<file path="src/rtl/cst_defs.vh">
// Constants for the cyclic sense timers and switch shutdown block
`ifndef CST_DEFS_VH
`define CST_DEFS_VH

// Register addresses
`define CST_ADDR_TMR_A    7'h0C
`define CST_ADDR_TMR_B    7'h0D
`define CST_ADDR_SD_CTRL  7'h10
`define CST_ADDR_SW_PAIR  7'h14

// Reset values
`define CST_RST_TMR       8'h00
`define CST_RST_SD        3'h0
`define CST_RST_SW        3'h0
`define CST_RST_FLD       3'h0

// Timer control fields
`define CST_ON_HI         6
`define CST_ON_LO         4
`define CST_PER_HI        2
`define CST_PER_LO        0

// Shutdown control fields
`define CST_SD_OV_BIT     6
`define CST_SD_UV_BIT     5
`define CST_SD_REC_BIT    4

// Switch pair fields
`define CST_SW2_HI        6
`define CST_SW2_LO        4
`define CST_SW1_HI        2
`define CST_SW1_LO        0

// On-time and period codes
`define CST_ON_LOW        3'h0
`define CST_ON_HIGH       3'h6
`define CST_ON_RSVD       3'h7
`define CST_PER_RSVD      3'h7

// Switch configuration codes
`define CST_SW_OFF        3'h0
`define CST_SW_ON         3'h1
`define CST_SW_TMR_A      3'h2
`define CST_SW_TMR_B      3'h3
`define CST_SW_DUTY1      3'h4
`define CST_SW_DUTY2      3'h5

// Wake cyclic filter select
`define CST_WK_TMR_A      2'h2
`define CST_WK_TMR_B      2'h3

// Timing
`define CST_CLK_NS        10
`define CST_TICK_NS       10000
`define CST_TICK_CYC      (`CST_TICK_NS / `CST_CLK_NS)
`define CST_WK_FILT_NS    16000
`define CST_WK_FILT_CYC   (`CST_WK_FILT_NS / `CST_CLK_NS)
`define CST_ON1_US        100
`define CST_ON2_US        300
`define CST_ON3_US        1000
`define CST_ON4_US        10000
`define CST_ON5_US        20000
`define CST_PER0_MS       10
`define CST_PER1_MS       20
`define CST_PER2_MS       50
`define CST_PER3_MS       100
`define CST_PER4_MS       200
`define CST_PER5_MS       1000
`define CST_PER6_MS       2000

`endif

</file>
<file path="src/rtl/cst_timers.v">
// Cyclic sense timers, switch selection and switch supply shutdown
// Notes on behaviour
// - Code 000 stops timer, outputs low; 110 high
// - Code 110 holds controlled output statically high
// - On codes 001-101 give 0.1/0.3/1/10/20 ms
// - Period codes give 10ms to 2s; 111 reserved
// - On-time bits 6:4, period 2:0, others zero
// - Restart clears switch config and timer fields
// - Wake sampling and sensing share one timer
// - Timers and switch config zero on resets
// - Bit 6 inhibits overvoltage shutdown of switches
// - Bit 5 inhibits undervoltage shutdown of switches
// - Bit 4 restores pre-fault state after fault
// - Shutdown bits survive restart, cleared otherwise
// - Switch two bits 6:4, switch one 2:0
// - Switch codes: off, on, timers, duty channels
// - Overcurrent or overtemperature clears switch config
// - Wake filtered 16us at end of on-time
//
// Design decision made here: the address-and-strobe port.
`include "cst_defs.vh"
`timescale 1ns/100ps
`default_nettype none

module cst_timers #(
  parameter TICK_CYC = `CST_TICK_CYC,
  parameter FILT_CYC = `CST_WK_FILT_CYC
) (
  input  wire       core_clk,
  input  wire       nrst,
  input  wire       soft_rst,
  input  wire       restart,
  input  wire [6:0] reg_addr,
  input  wire [7:0] reg_wdata,
  input  wire       reg_wr,
  input  wire       reg_rd,
  output reg  [7:0] reg_rdata_q,
  input  wire       supply_ov,
  input  wire       supply_uv,
  input  wire [1:0] sw_fault,
  input  wire [2:0] switch_three_config,
  input  wire [2:0] switch_four_config,
  input  wire       duty_channel_one,
  input  wire       duty_channel_two,
  input  wire [1:0] wake_cyc_sel,
  input  wire       wake_in,
  output reg  [3:0] high_side_output_q,
  output reg        wake_event_q,
  output reg        supply_clear_q
);

  // On-time in ticks of 10 us; reserved and static codes give zero
  // Scaled at full width first, then cut, so no factor wraps in 18 bits
  function [17:0] on_ticks;
    input [2:0]  code;
    reg   [31:0] t;
    begin
      case (code)
        3'h1:    t = 32'd1000 * `CST_ON1_US / `CST_TICK_NS;
        3'h2:    t = 32'd1000 * `CST_ON2_US / `CST_TICK_NS;
        3'h3:    t = 32'd1000 * `CST_ON3_US / `CST_TICK_NS;
        3'h4:    t = 32'd1000 * `CST_ON4_US / `CST_TICK_NS;
        3'h5:    t = 32'd1000 * `CST_ON5_US / `CST_TICK_NS;
        default: t = 32'h00000000;
      endcase
      on_ticks = t[17:0];
    end
  endfunction

  // Period in ticks of 10 us; the longest period needs all 18 bits
  function [17:0] per_ticks;
    input [2:0]  code;
    reg   [31:0] t;
    begin
      case (code)
        3'h0:    t = 32'd1000000 * `CST_PER0_MS / `CST_TICK_NS;
        3'h1:    t = 32'd1000000 * `CST_PER1_MS / `CST_TICK_NS;
        3'h2:    t = 32'd1000000 * `CST_PER2_MS / `CST_TICK_NS;
        3'h3:    t = 32'd1000000 * `CST_PER3_MS / `CST_TICK_NS;
        3'h4:    t = 32'd1000000 * `CST_PER4_MS / `CST_TICK_NS;
        3'h5:    t = 32'd1000000 * `CST_PER5_MS / `CST_TICK_NS;
        3'h6:    t = 32'd1000000 * `CST_PER6_MS / `CST_TICK_NS;
        default: t = 32'h00000001;
      endcase
      per_ticks = t[17:0];
    end
  endfunction

  // Timer runs only with a pulsing on-time and a valid period
  function running;
    input [2:0] on;
    input [2:0] per;
    begin
      running = (on != `CST_ON_LOW) && (on != `CST_ON_HIGH) &&
                (on != `CST_ON_RSVD) && (per != `CST_PER_RSVD);
    end
  endfunction

  // Level of one switch from its configuration
  function sw_level;
    input [2:0] cfg;
    input       ta;
    input       tb;
    input       d1;
    input       d2;
    begin
      case (cfg)
        `CST_SW_ON:    sw_level = 1'b1;
        `CST_SW_TMR_A: sw_level = ta;
        `CST_SW_TMR_B: sw_level = tb;
        `CST_SW_DUTY1: sw_level = d1;
        `CST_SW_DUTY2: sw_level = d2;
        default:       sw_level = 1'b0;
      endcase
    end
  endfunction

  // Per-timer fields, counters and levels
  reg  [2:0]  on_q [0:1];
  reg  [2:0]  per_q [0:1];
  reg  [17:0] cnt_q [0:1];
  reg  [1:0]  lvl_q;
  reg  [9:0]  pre_q;
  reg  [2:0]  sd_q;
  reg  [2:0]  sw1_q;
  reg  [2:0]  sw2_q;
  reg         fault_q;
  reg  [10:0] wk_cnt_q;
  // Decode and strobe nets
  wire        tick;
  wire        fault_now;
  wire        fault_rise;
  wire [1:0]  on_end;
  wire        sel_end;
  wire        any_rst;
  wire [6:0]  tmr_addr [0:1];
  // Loop indices, one per process so each has a single driver
  integer     i;
  integer     j;

  // Timer register addresses, indexed by timer
  assign tmr_addr[0] = `CST_ADDR_TMR_A;
  assign tmr_addr[1] = `CST_ADDR_TMR_B;
  assign any_rst     = ~nrst | soft_rst;
  assign tick        = (pre_q == TICK_CYC - 1);

  // Supply fault gated by the two inhibit bits
  assign fault_now  = (supply_ov & ~sd_q[2]) |
                      (supply_uv & ~sd_q[1]);
  assign fault_rise = fault_now & ~fault_q;

  // Last tick of the on-time of each running timer
  assign on_end[0] = tick & running(on_q[0], per_q[0]) &
                     (cnt_q[0] == on_ticks(on_q[0]) - 18'h00001);
  assign on_end[1] = tick & running(on_q[1], per_q[1]) &
                     (cnt_q[1] == on_ticks(on_q[1]) - 18'h00001);
  assign sel_end   = (wake_cyc_sel == `CST_WK_TMR_A) ? on_end[0] :
                     (wake_cyc_sel == `CST_WK_TMR_B) ? on_end[1] : 1'b0;

  // Shared 10 us time base
  always @(posedge core_clk) begin
    if (!nrst || pre_q == TICK_CYC - 1) begin
      pre_q <= 10'h000;
    end else begin
      pre_q <= pre_q + 10'h001;
    end
  end

  // Timer fields and period counters
  always @(posedge core_clk) begin
    for (i = 0; i < 2; i = i + 1) begin
      if (any_rst || restart) begin
        on_q[i]  <= `CST_RST_FLD;
        per_q[i] <= `CST_RST_FLD;
        cnt_q[i] <= 18'h00000;
      end else if (reg_wr && reg_addr == tmr_addr[i]) begin
        on_q[i]  <= reg_wdata[`CST_ON_HI:`CST_ON_LO];
        per_q[i] <= reg_wdata[`CST_PER_HI:`CST_PER_LO];
        cnt_q[i] <= 18'h00000;
      end else if (!running(on_q[i], per_q[i])) begin
        cnt_q[i] <= 18'h00000;
      end else if (tick) begin
        // Compare with >= so a shorter new period cannot overrun
        if (cnt_q[i] >= per_ticks(per_q[i]) - 18'h00001) begin
          cnt_q[i] <= 18'h00000;
        end else begin
          cnt_q[i] <= cnt_q[i] + 18'h00001;
        end
      end
    end
  end

  // Timer output levels, one per timer
  // Registered so a switch never sees a glitch from the count compare
  always @(posedge core_clk) begin
    for (j = 0; j < 2; j = j + 1) begin
      if (any_rst || restart) begin
        lvl_q[j] <= 1'b0;
      end else if (running(on_q[j], per_q[j])) begin
        lvl_q[j] <= (cnt_q[j] < on_ticks(on_q[j]));
      end else begin
        lvl_q[j] <= (on_q[j] == `CST_ON_HIGH);
      end
    end
  end

  // Shutdown control; only power-on and soft reset clear it
  always @(posedge core_clk) begin
    if (any_rst) begin
      sd_q <= `CST_RST_SD;
    end else if (reg_wr && reg_addr == `CST_ADDR_SD_CTRL) begin
      sd_q <= reg_wdata[`CST_SD_OV_BIT:`CST_SD_REC_BIT];
    end
  end

  // Switch pair configuration; hardware clears win over writes for safety
  always @(posedge core_clk) begin
    if (any_rst || restart) begin
      sw1_q <= `CST_RST_SW;
      sw2_q <= `CST_RST_SW;
    end else begin
      // Supply fault onset clears only when recovery is off
      if (sw_fault[0] || (fault_rise && !sd_q[0])) begin
        sw1_q <= `CST_SW_OFF;
      end else if (reg_wr && reg_addr == `CST_ADDR_SW_PAIR) begin
        sw1_q <= reg_wdata[`CST_SW1_HI:`CST_SW1_LO];
      end
      if (sw_fault[1] || (fault_rise && !sd_q[0])) begin
        sw2_q <= `CST_SW_OFF;
      end else if (reg_wr && reg_addr == `CST_ADDR_SW_PAIR) begin
        sw2_q <= reg_wdata[`CST_SW2_HI:`CST_SW2_LO];
      end
    end
  end

  // Fault edge tracking and clear request for the far switch pair
  // Only the gated level is tracked, so an inhibited fault never clears
  always @(posedge core_clk) begin
    if (any_rst) begin
      fault_q        <= 1'b0;
      supply_clear_q <= 1'b0;
    end else begin
      fault_q        <= fault_now;
      supply_clear_q <= fault_rise & ~sd_q[0];
    end
  end

  // Outputs forced low during fault; configs held give recovery
  always @(posedge core_clk) begin
    if (any_rst || restart || fault_now) begin
      high_side_output_q <= 4'h0;
    end else begin
      high_side_output_q[0] <= sw_level(sw1_q, lvl_q[0], lvl_q[1],
                                        duty_channel_one, duty_channel_two);
      high_side_output_q[1] <= sw_level(sw2_q, lvl_q[0], lvl_q[1],
                                        duty_channel_one, duty_channel_two);
      // Switches three and four take their config from outside
      high_side_output_q[2] <= sw_level(switch_three_config, lvl_q[0], lvl_q[1],
                                        duty_channel_one, duty_channel_two);
      high_side_output_q[3] <= sw_level(switch_four_config, lvl_q[0], lvl_q[1],
                                        duty_channel_one, duty_channel_two);
    end
  end

  // Wake high time, saturating at the filter length
  // Saturation keeps a long wake level from wrapping below the filter
  always @(posedge core_clk) begin
    if (any_rst || !wake_in) begin
      wk_cnt_q <= 11'h000;
    end else if (wk_cnt_q < FILT_CYC) begin
      wk_cnt_q <= wk_cnt_q + 11'h001;
    end
  end

  // Wake sampled at the end of the sensing pulse, same timer
  // Limitation: a wake rising late in the on-time misses that sample
  always @(posedge core_clk) begin
    if (any_rst) begin
      wake_event_q <= 1'b0;
    end else begin
      wake_event_q <= sel_end && (wk_cnt_q >= FILT_CYC);
    end
  end

  // Read data only in the cycle after the strobe
  always @(posedge core_clk) begin
    if (!nrst || !reg_rd) begin
      reg_rdata_q <= 8'h00;
    end else if (reg_addr == `CST_ADDR_TMR_A) begin
      reg_rdata_q <= {1'b0, on_q[0], 1'b0, per_q[0]};
    end else if (reg_addr == `CST_ADDR_TMR_B) begin
      reg_rdata_q <= {1'b0, on_q[1], 1'b0, per_q[1]};
    // Reserved bits are packed as zero
    end else if (reg_addr == `CST_ADDR_SD_CTRL) begin
      reg_rdata_q <= {1'b0, sd_q, 4'h0};
    end else if (reg_addr == `CST_ADDR_SW_PAIR) begin
      reg_rdata_q <= {1'b0, sw2_q, 1'b0, sw1_q};
    end else begin
      reg_rdata_q <= 8'h00;
    end
  end

endmodule

`default_nettype wire

</file>
<file path="config.mk">
export PLATFORM = sky130hd
export DESIGN_NAME = cst_timers
export DESIGN_NICKNAME = d
export VERILOG_FILES = /design/src/rtl/cst_timers.v
export VERILOG_INCLUDE_DIRS = /design/src /design/src/rtl
export SDC_FILE = /design/constraint.sdc
export NUM_CORES = 1
export LEC_CHECK = 0
export ABC_AREA = 1
export BUFFER_PORTS_ARGS = -buffer_cell sky130_fd_sc_hd__buf_2
export CAP_MARGIN = 10
export CORE_MARGIN = 5
export CORE_UTILIZATION = 60
export DETAILED_ROUTE_END_ITERATION = 7
export GPL_TIMING_DRIVEN = 1
export PLACE_DENSITY = 0.85
export SYNTH_ARGS = -nofsm -noshare
export SYNTH_HDL_FRONTEND = slang
export SYNTH_SLANG_ARGS = --single-unit
</file>
<file path="constraint.sdc">
create_clock -name core_clk -period 4.11 [get_ports core_clk]
set_input_delay 0.411 -clock core_clk [delete_from_list [all_inputs] [get_ports core_clk]]
set_output_delay 0.411 -clock core_clk [all_outputs]
set_load 0.1 [all_outputs]
</file>
# --- Word level (Yosys, flattened, before mapping) ---
# Memories as Yosys holds them, arrays and structs flattened.
# Index checks and enable logic that the tools add are counted.
word_totals:
  in_bits: 36
  ff_bits: 47
  mem_bits_rw: 48
  memories: 3
  output_inout_bits: 14
  elab_cells: 225
classes:
  n_reduce_logical: 30
  n_lt_le_gt_ge: 6
  eq_ne: 59
  n_bitwise: 27
  n_addsub: 8
  mux: 80
mem_list:
  columns: ["memory", "depth", "word_bits", "rd", "rd_clocked_by_memory_dff", "wr", "line_no", "source"]
  rows:
  - ["cnt_q", 2, 18, 2, 0, 2, "cst_timers.v:121", "reg [17:0] cnt_q [0:1];"]
  - ["on_q", 2, 3, 2, 0, 2, "cst_timers.v:119", "reg [2:0] on_q [0:1];"]
  - ["per_q", 2, 3, 2, 0, 2, "cst_timers.v:120", "reg [2:0] per_q [0:1];"]
ops:
  columns: ["cell", "n"]
  rows:
  - ["2-to-1 mux 18 bit", 20]
  - ["case mux 18 bit (7 select lines)", 2]
  - ["case mux 11 bit (5 select lines)", 2]
  - ["subtractor 18 x 1 -> 18 bit, second input constant", 4]
  - ["equality test 3 bit, second input constant", 20]
  - ["equality test 3 x 2 -> 1 bit, second input constant", 16]
  - ["2-to-1 mux 1 bit", 44]
  - ["adder 18 x 1 -> 18 bit, second input constant", 2]
  - ["equality test 18 bit", 2]
  - [">= comparator 18 bit", 2]
  - ["less-than comparator 18 bit", 2]
  - ["2-to-1 mux 7 bit", 4]
  - ["equality test 3 x 1 -> 1 bit, second input constant", 8]
  - ["case mux 1 bit (5 select lines)", 4]
  - ["!= test 3 bit, second input constant", 6]
  - ["equality test 7 x 4 -> 1 bit, second input constant", 2]
  - ["equality test 7 x 5 -> 1 bit, second input constant", 2]
  - ["OR 1 bit", 14]
  - ["logical AND 1 bit", 12]
  - ["2-to-1 mux 3 bit", 4]
  - ["adder 11 x 1 -> 11 bit, second input constant", 1]
  - [">= comparator 11 bit, second input constant", 1]
  - ["less-than comparator 11 bit, second input constant", 1]
  - ["adder 10 x 1 -> 10 bit, second input constant", 1]
  - ["other kinds (10)", 34]

# --- Logic depth before layout (Yosys ltp) ---
# An unclocked memory read counts as a cell.
depth:
  depth_word: 18
  ltp_mapped: 22
  depth_no_buf: 20

# --- Least setup slack after synthesis ---
# Ideal clock, no wire load.
synth_timing:
  path_type: "register to register"
  start: "memory per_q[1][2]"
  end: "memory cnt_q[1][12] (data pin)"
  stages_incl_launch_ff: 23
  slack_ns: 1.342
  synth_period_minus_slack_ns: 2.768
  n_path_buf: 2
  t_required_ns: 3.853
  arrival_ns: 2.512
  setup_ns: 0.257
  path_cell_list: "edfxtp_1 > clkbuf_1 > nand2_1 > nor2_1 > inv_1 > ha_1 > inv_1 > xor2_1 > ha_1 > nand2_1 > nor2_1 > o21ai_0 > inv_1 > nor2_1 > nor2_1 > o21bai_1 > nand2_1 > nand2_1 > nand2_1 > nand2_1 > nand2_2 > buf_2 > nor2_1"
synth_lines:
  columns: ["item", "line_no"]
  rows:
  - ["start: declaration", "cst_timers.v:120"]
  - ["end: declaration", "cst_timers.v:121"]

==> flow_metrics.env <==
export IMPL_status="completed"
export IMPL_layout_cells_non_filler=1164
export IMPL_ioPinCount=50
export IMPL_grt_max_degree=19
export IMPL_timing_final_crit_share_pct=80.3
export IMPL_io_buffers=45
export IMPL_cts_buffer_depth=2
export IMPL_worst_slew_pin_slew_ps=910
export IMPL_seq_area_sq_um=2340
export IMPL_antenna_cells=0
export IMPL_cts_setup_buffers=0
export IMPL_drv_cap=0
export IMPL_synth_edf_count=48
export IMPL_dp_slack_ps=895
export IMPL_critPathArrivalTime_ps=3480
export IMPL_syn_to_final_growth_pct=9.12
export IMPL_crit_path_max_fanout=18
export IMPL_remaining_drc_errors=0
export IMPL_setup_ws_ps=811
export IMPL_p_per_area_nw_per_um2=278
export IMPL_wl_per_cell_um=14.4
export IMPL_final_nets=1128
export IMPL_setup_violations=0
export IMPL_hold_path_class="in -> reg"
export IMPL_drtPass1Iterations=5
export IMPL_grt_pass1_wl_um=27800
export IMPL_die_y_um=119
export IMPL_initial_core_util_pct=61.9
export IMPL_holdWs_ps=263
export IMPL_dp_cells=1148
export IMPL_worstHoldPathCells=2
export IMPL_hold_violations=0
export IMPL_yosys_register_bits=93
export IMPL_synth_cells=966
export IMPL_synth_yosys_seq_area_share_pct=32.7
export IMPL_async_flop_share_pct=0
export IMPL_cp_start_kind="flop"
export IMPL_cts_hold_buf=0
export IMPL_cts_resized=0
export IMPL_grt_pass1_vias=5989
export IMPL_setup_tns_ps=0
export IMPL_yosys_warnings=0
export IMPL_fillCellCount=978
export IMPL_syn_avg_cell_area_sq_um=7.41
export IMPL_finalPower_w=0.00217
export IMPL_grtUsageTotal_pct=23.8
export IMPL_dp_hpwl_um=12900
export IMPL_critical_path_class="reg -> reg"
export IMPL_cts_inserted_buffers=9
export IMPL_ys_types=52
export IMPL_vias=6529
export IMPL_end_kind="flop"
export IMPL_multi_input_area_sq_um=4160
export IMPL_core_sq_um=11600
export IMPL_globalplace_congestion=0.951
export IMPL_overflow=0
export IMPL_ant_nets=0
export IMPL_antenna_found_initial=0
export IMPL_htree_levels=3
export IMPL_cts_tree="done"
export IMPL_vdd_drop_max_v=0.000187
export IMPL_slew_headroom_pct=39.2
export IMPL_drive_gt1_share_pct=11.4
export IMPL_synth_cell_area_sq_um=7160
export IMPL_hp_start="switch_three_config[0]"
export IMPL_period_needed_ps=3300
export IMPL_drv_slew=0
export IMPL_holdPathEnd="high_side_output_q[2]$_SDFF_PP0_"
export IMPL_rsz0062_at_grt="false"
export IMPL_synthFlopType="edfxtp_1"
export IMPL_max_freq_ghz=0.303
export IMPL_ff2ff_path_depth=20
export IMPL_skew_ps=10.4
export IMPL_clkTransAtPathRegs_ps=70
export IMPL_die_x_um=119
export IMPL_clkLatencyLatePin_ps=370
export IMPL_rows=39
export IMPL_crit_required_ps=4290
export IMPL_viasPerCell=5.61
export IMPL_root_buffer="clkbuf_16"
export IMPL_die_area_sq_um=14200
export IMPL_cts_sinks=93
export IMPL_r2r_start="per_q[1][2]$_SDFFCE_PN0P_"
export IMPL_r2r_end="cnt_q[1][3]$_SDFFCE_PN0P_"
export IMPL_r2r_slack_ps=810
export IMPL_drt_initial_drc_count=592
export IMPL_drt_wl_total_um=16700
export IMPL_power_leakage_nw=3.50
per-stage QoR:
stage,util [%],area (sq um)
after floorplan,-,7160
after global placement,65.1,7530
after detailed placement,65.1,7530
after CTS,67.5,7810
after global routing,67.5,7810
final,67.5,7810
metal layers:
metal	GRT usage [%]	share of wire, %	routed length [um]	vias up
met1	30.2	44	7430	2970
met2	40.5	48	8020	191
met5	0	0	0	-
met3	5.26	5.8	968	25
li1	-	-	-	3343
met4	7.24	1.7	283	0
final cells by class:
cell class | count | share of cell area, %
Clock inverter | 7 | 0.769
Clock buffer | 9 | 2.88
Timing Repair Buffer | 46 | 2.98
Inverter | 164 | 7.88
Multi-Input combinational cell | 702 | 53.2
Sequential cell | 93 | 30.0
Tap cell | 143 | 2.29
power breakdown:
| part | switching [W] | internal, W |
|---|---|---|
| registers | 0.0000294 | 0.000987 |
| clock network | 0.000414 | 0.000425 |
| logic | 0.000199 | 0.000113 |
flip-flops by register name, indices dropped and copies added (netlist names):
register and cells:
sw1_q 3, sw2_q 3, wk_cnt_q 11, reg_rdata_q 6, on_q 6, sd_q 3, wake_event_q 1, cnt_q 36
fault_q 1, pre_q 10, per_q 6, lvl_q 2, high_side_output_q 4, supply_clear_q 1
cell usage after synthesis, types with 2 or more instances:
master / n / area [sq um]
dfxtp_1: 45 / 901
inv_1: 156 / 586
o21ai_0: 41 / 205
nor4_1: 5 / 31.3
nand3_2: 3 / 30.0
clkbuf_1: 3 / 11.3
a31oi_1: 4 / 25.0
o22ai_1: 2 / 12.5
nor2_2: 13 / 81.3
nand2_1: 173 / 649
a21oi_1: 55 / 275
or2_2: 2 / 12.5
o21ai_1: 4 / 20.0
a211oi_1: 7 / 52.6
nor3_4: 2 / 32.5
buf_4: 2 / 15.0
a221oi_1: 4 / 35.0
o211ai_1: 2 / 15.0
nor3_2: 4 / 40.0
nand3_1: 48 / 240
ha_1: 76 / 951
xor2_1: 13 / 114
o2111ai_1: 2 / 17.5
a21o_1: 2 / 15.0
xnor2_1: 5 / 43.8
nand3b_1: 4 / 30.0
nand4_1: 25 / 156
nor2_4: 2 / 22.5
nand2_2: 8 / 50.1
and3_1: 3 / 18.8
nor3_1: 33 / 165
a21oi_2: 6 / 52.6
o21a_1: 2 / 15.0
buf_2: 2 / 10.0
nor2_1: 122 / 458
o221ai_1: 5 / 43.8
nor3b_1: 11 / 82.6
nor4_4: 2 / 42.5
inv_2: 8 / 30.0
edfxtp_1: 48 / 1440
logic make-up (layout without fill, tap and decap cells):
| group | after synthesis | after routing | share of synthesized area [%] |
|---|---|---|---|
| other | 1 | 2 | 0.0524 |
| adder cells (fa/ha/maj) | 76 | 76 | 13.3 |
| AO/OA/AOI/OAI | 142 | 142 | 11.7 |
| XOR/XNOR | 18 | 18 | 2.20 |
| flip-flops | 93 | 93 | 32.7 |
| AND/OR/NAND/NOR | 464 | 464 | 30.8 |
| buffers and inverters | 172 | 226 | 9.26 |
placed cells by master (no fill, tap or decap), types with 3 or more instances in the layout:
cell type / n
nand3_1: 48
nor2_2: 13
clkbuf_16: 9
nand2_2: 8
nand2_1: 173
ha_1: 76
inv_1: 156
nor4_1: 5
o21ai_1: 4
edfxtp_1: 48
nand3_2: 3
xor2_1: 13
buf_2: 45
nand4_1: 25
a211oi_1: 7
o21ai_0: 41
nor2_1: 122
nor3_2: 4
xnor2_1: 5
nor3b_1: 11
a31oi_1: 4
inv_2: 8
nor3_1: 33
a221oi_1: 4
and3_1: 3
o221ai_1: 5
dfxtp_1: 45
nand3b_1: 4
inv_6: 5
a21oi_2: 6
a21oi_1: 55
worst max path at each step:
stage | from | endpoint
finish | per_q[1][2]$_SDFFCE_PN0P_ | cnt_q[1][3]$_SDFFCE_PN0P_
global route | per_q[1][2]$_SDFFCE_PN0P_ | cnt_q[1][3]$_SDFFCE_PN0P_
global placement | per_q[0][2]$_SDFFCE_PN0P_ | cnt_q[0][16]$_SDFFCE_PN0P_
CTS | per_q[1][2]$_SDFFCE_PN0P_ | cnt_q[1][3]$_SDFFCE_PN0P_
floorplan | per_q[1][2]$_SDFFCE_PN0P_ | cnt_q[1][12]$_SDFFCE_PN0P_
detailed placement | per_q[1][2]$_SDFFCE_PN0P_ | cnt_q[1][3]$_SDFFCE_PN0P_
worst max-delay path: stages (launching register included):
cell and delay (ps):
edfxtp_1 560, nand2_1 140, nor2_1 230, inv_1 160, ha_1 230, inv_1 90
xor2_1 160, ha_1 250, nand2_1 100, nor2_1 50, o21ai_0 60, inv_1 60
nor2_1 100, nor2_1 50, o21bai_1 120, nand2_1 60, nand2_1 50, nand2_1 40
nand2_1 70, nand2_2 220, nor3b_1 300
(Power assumes the default switching activity.)
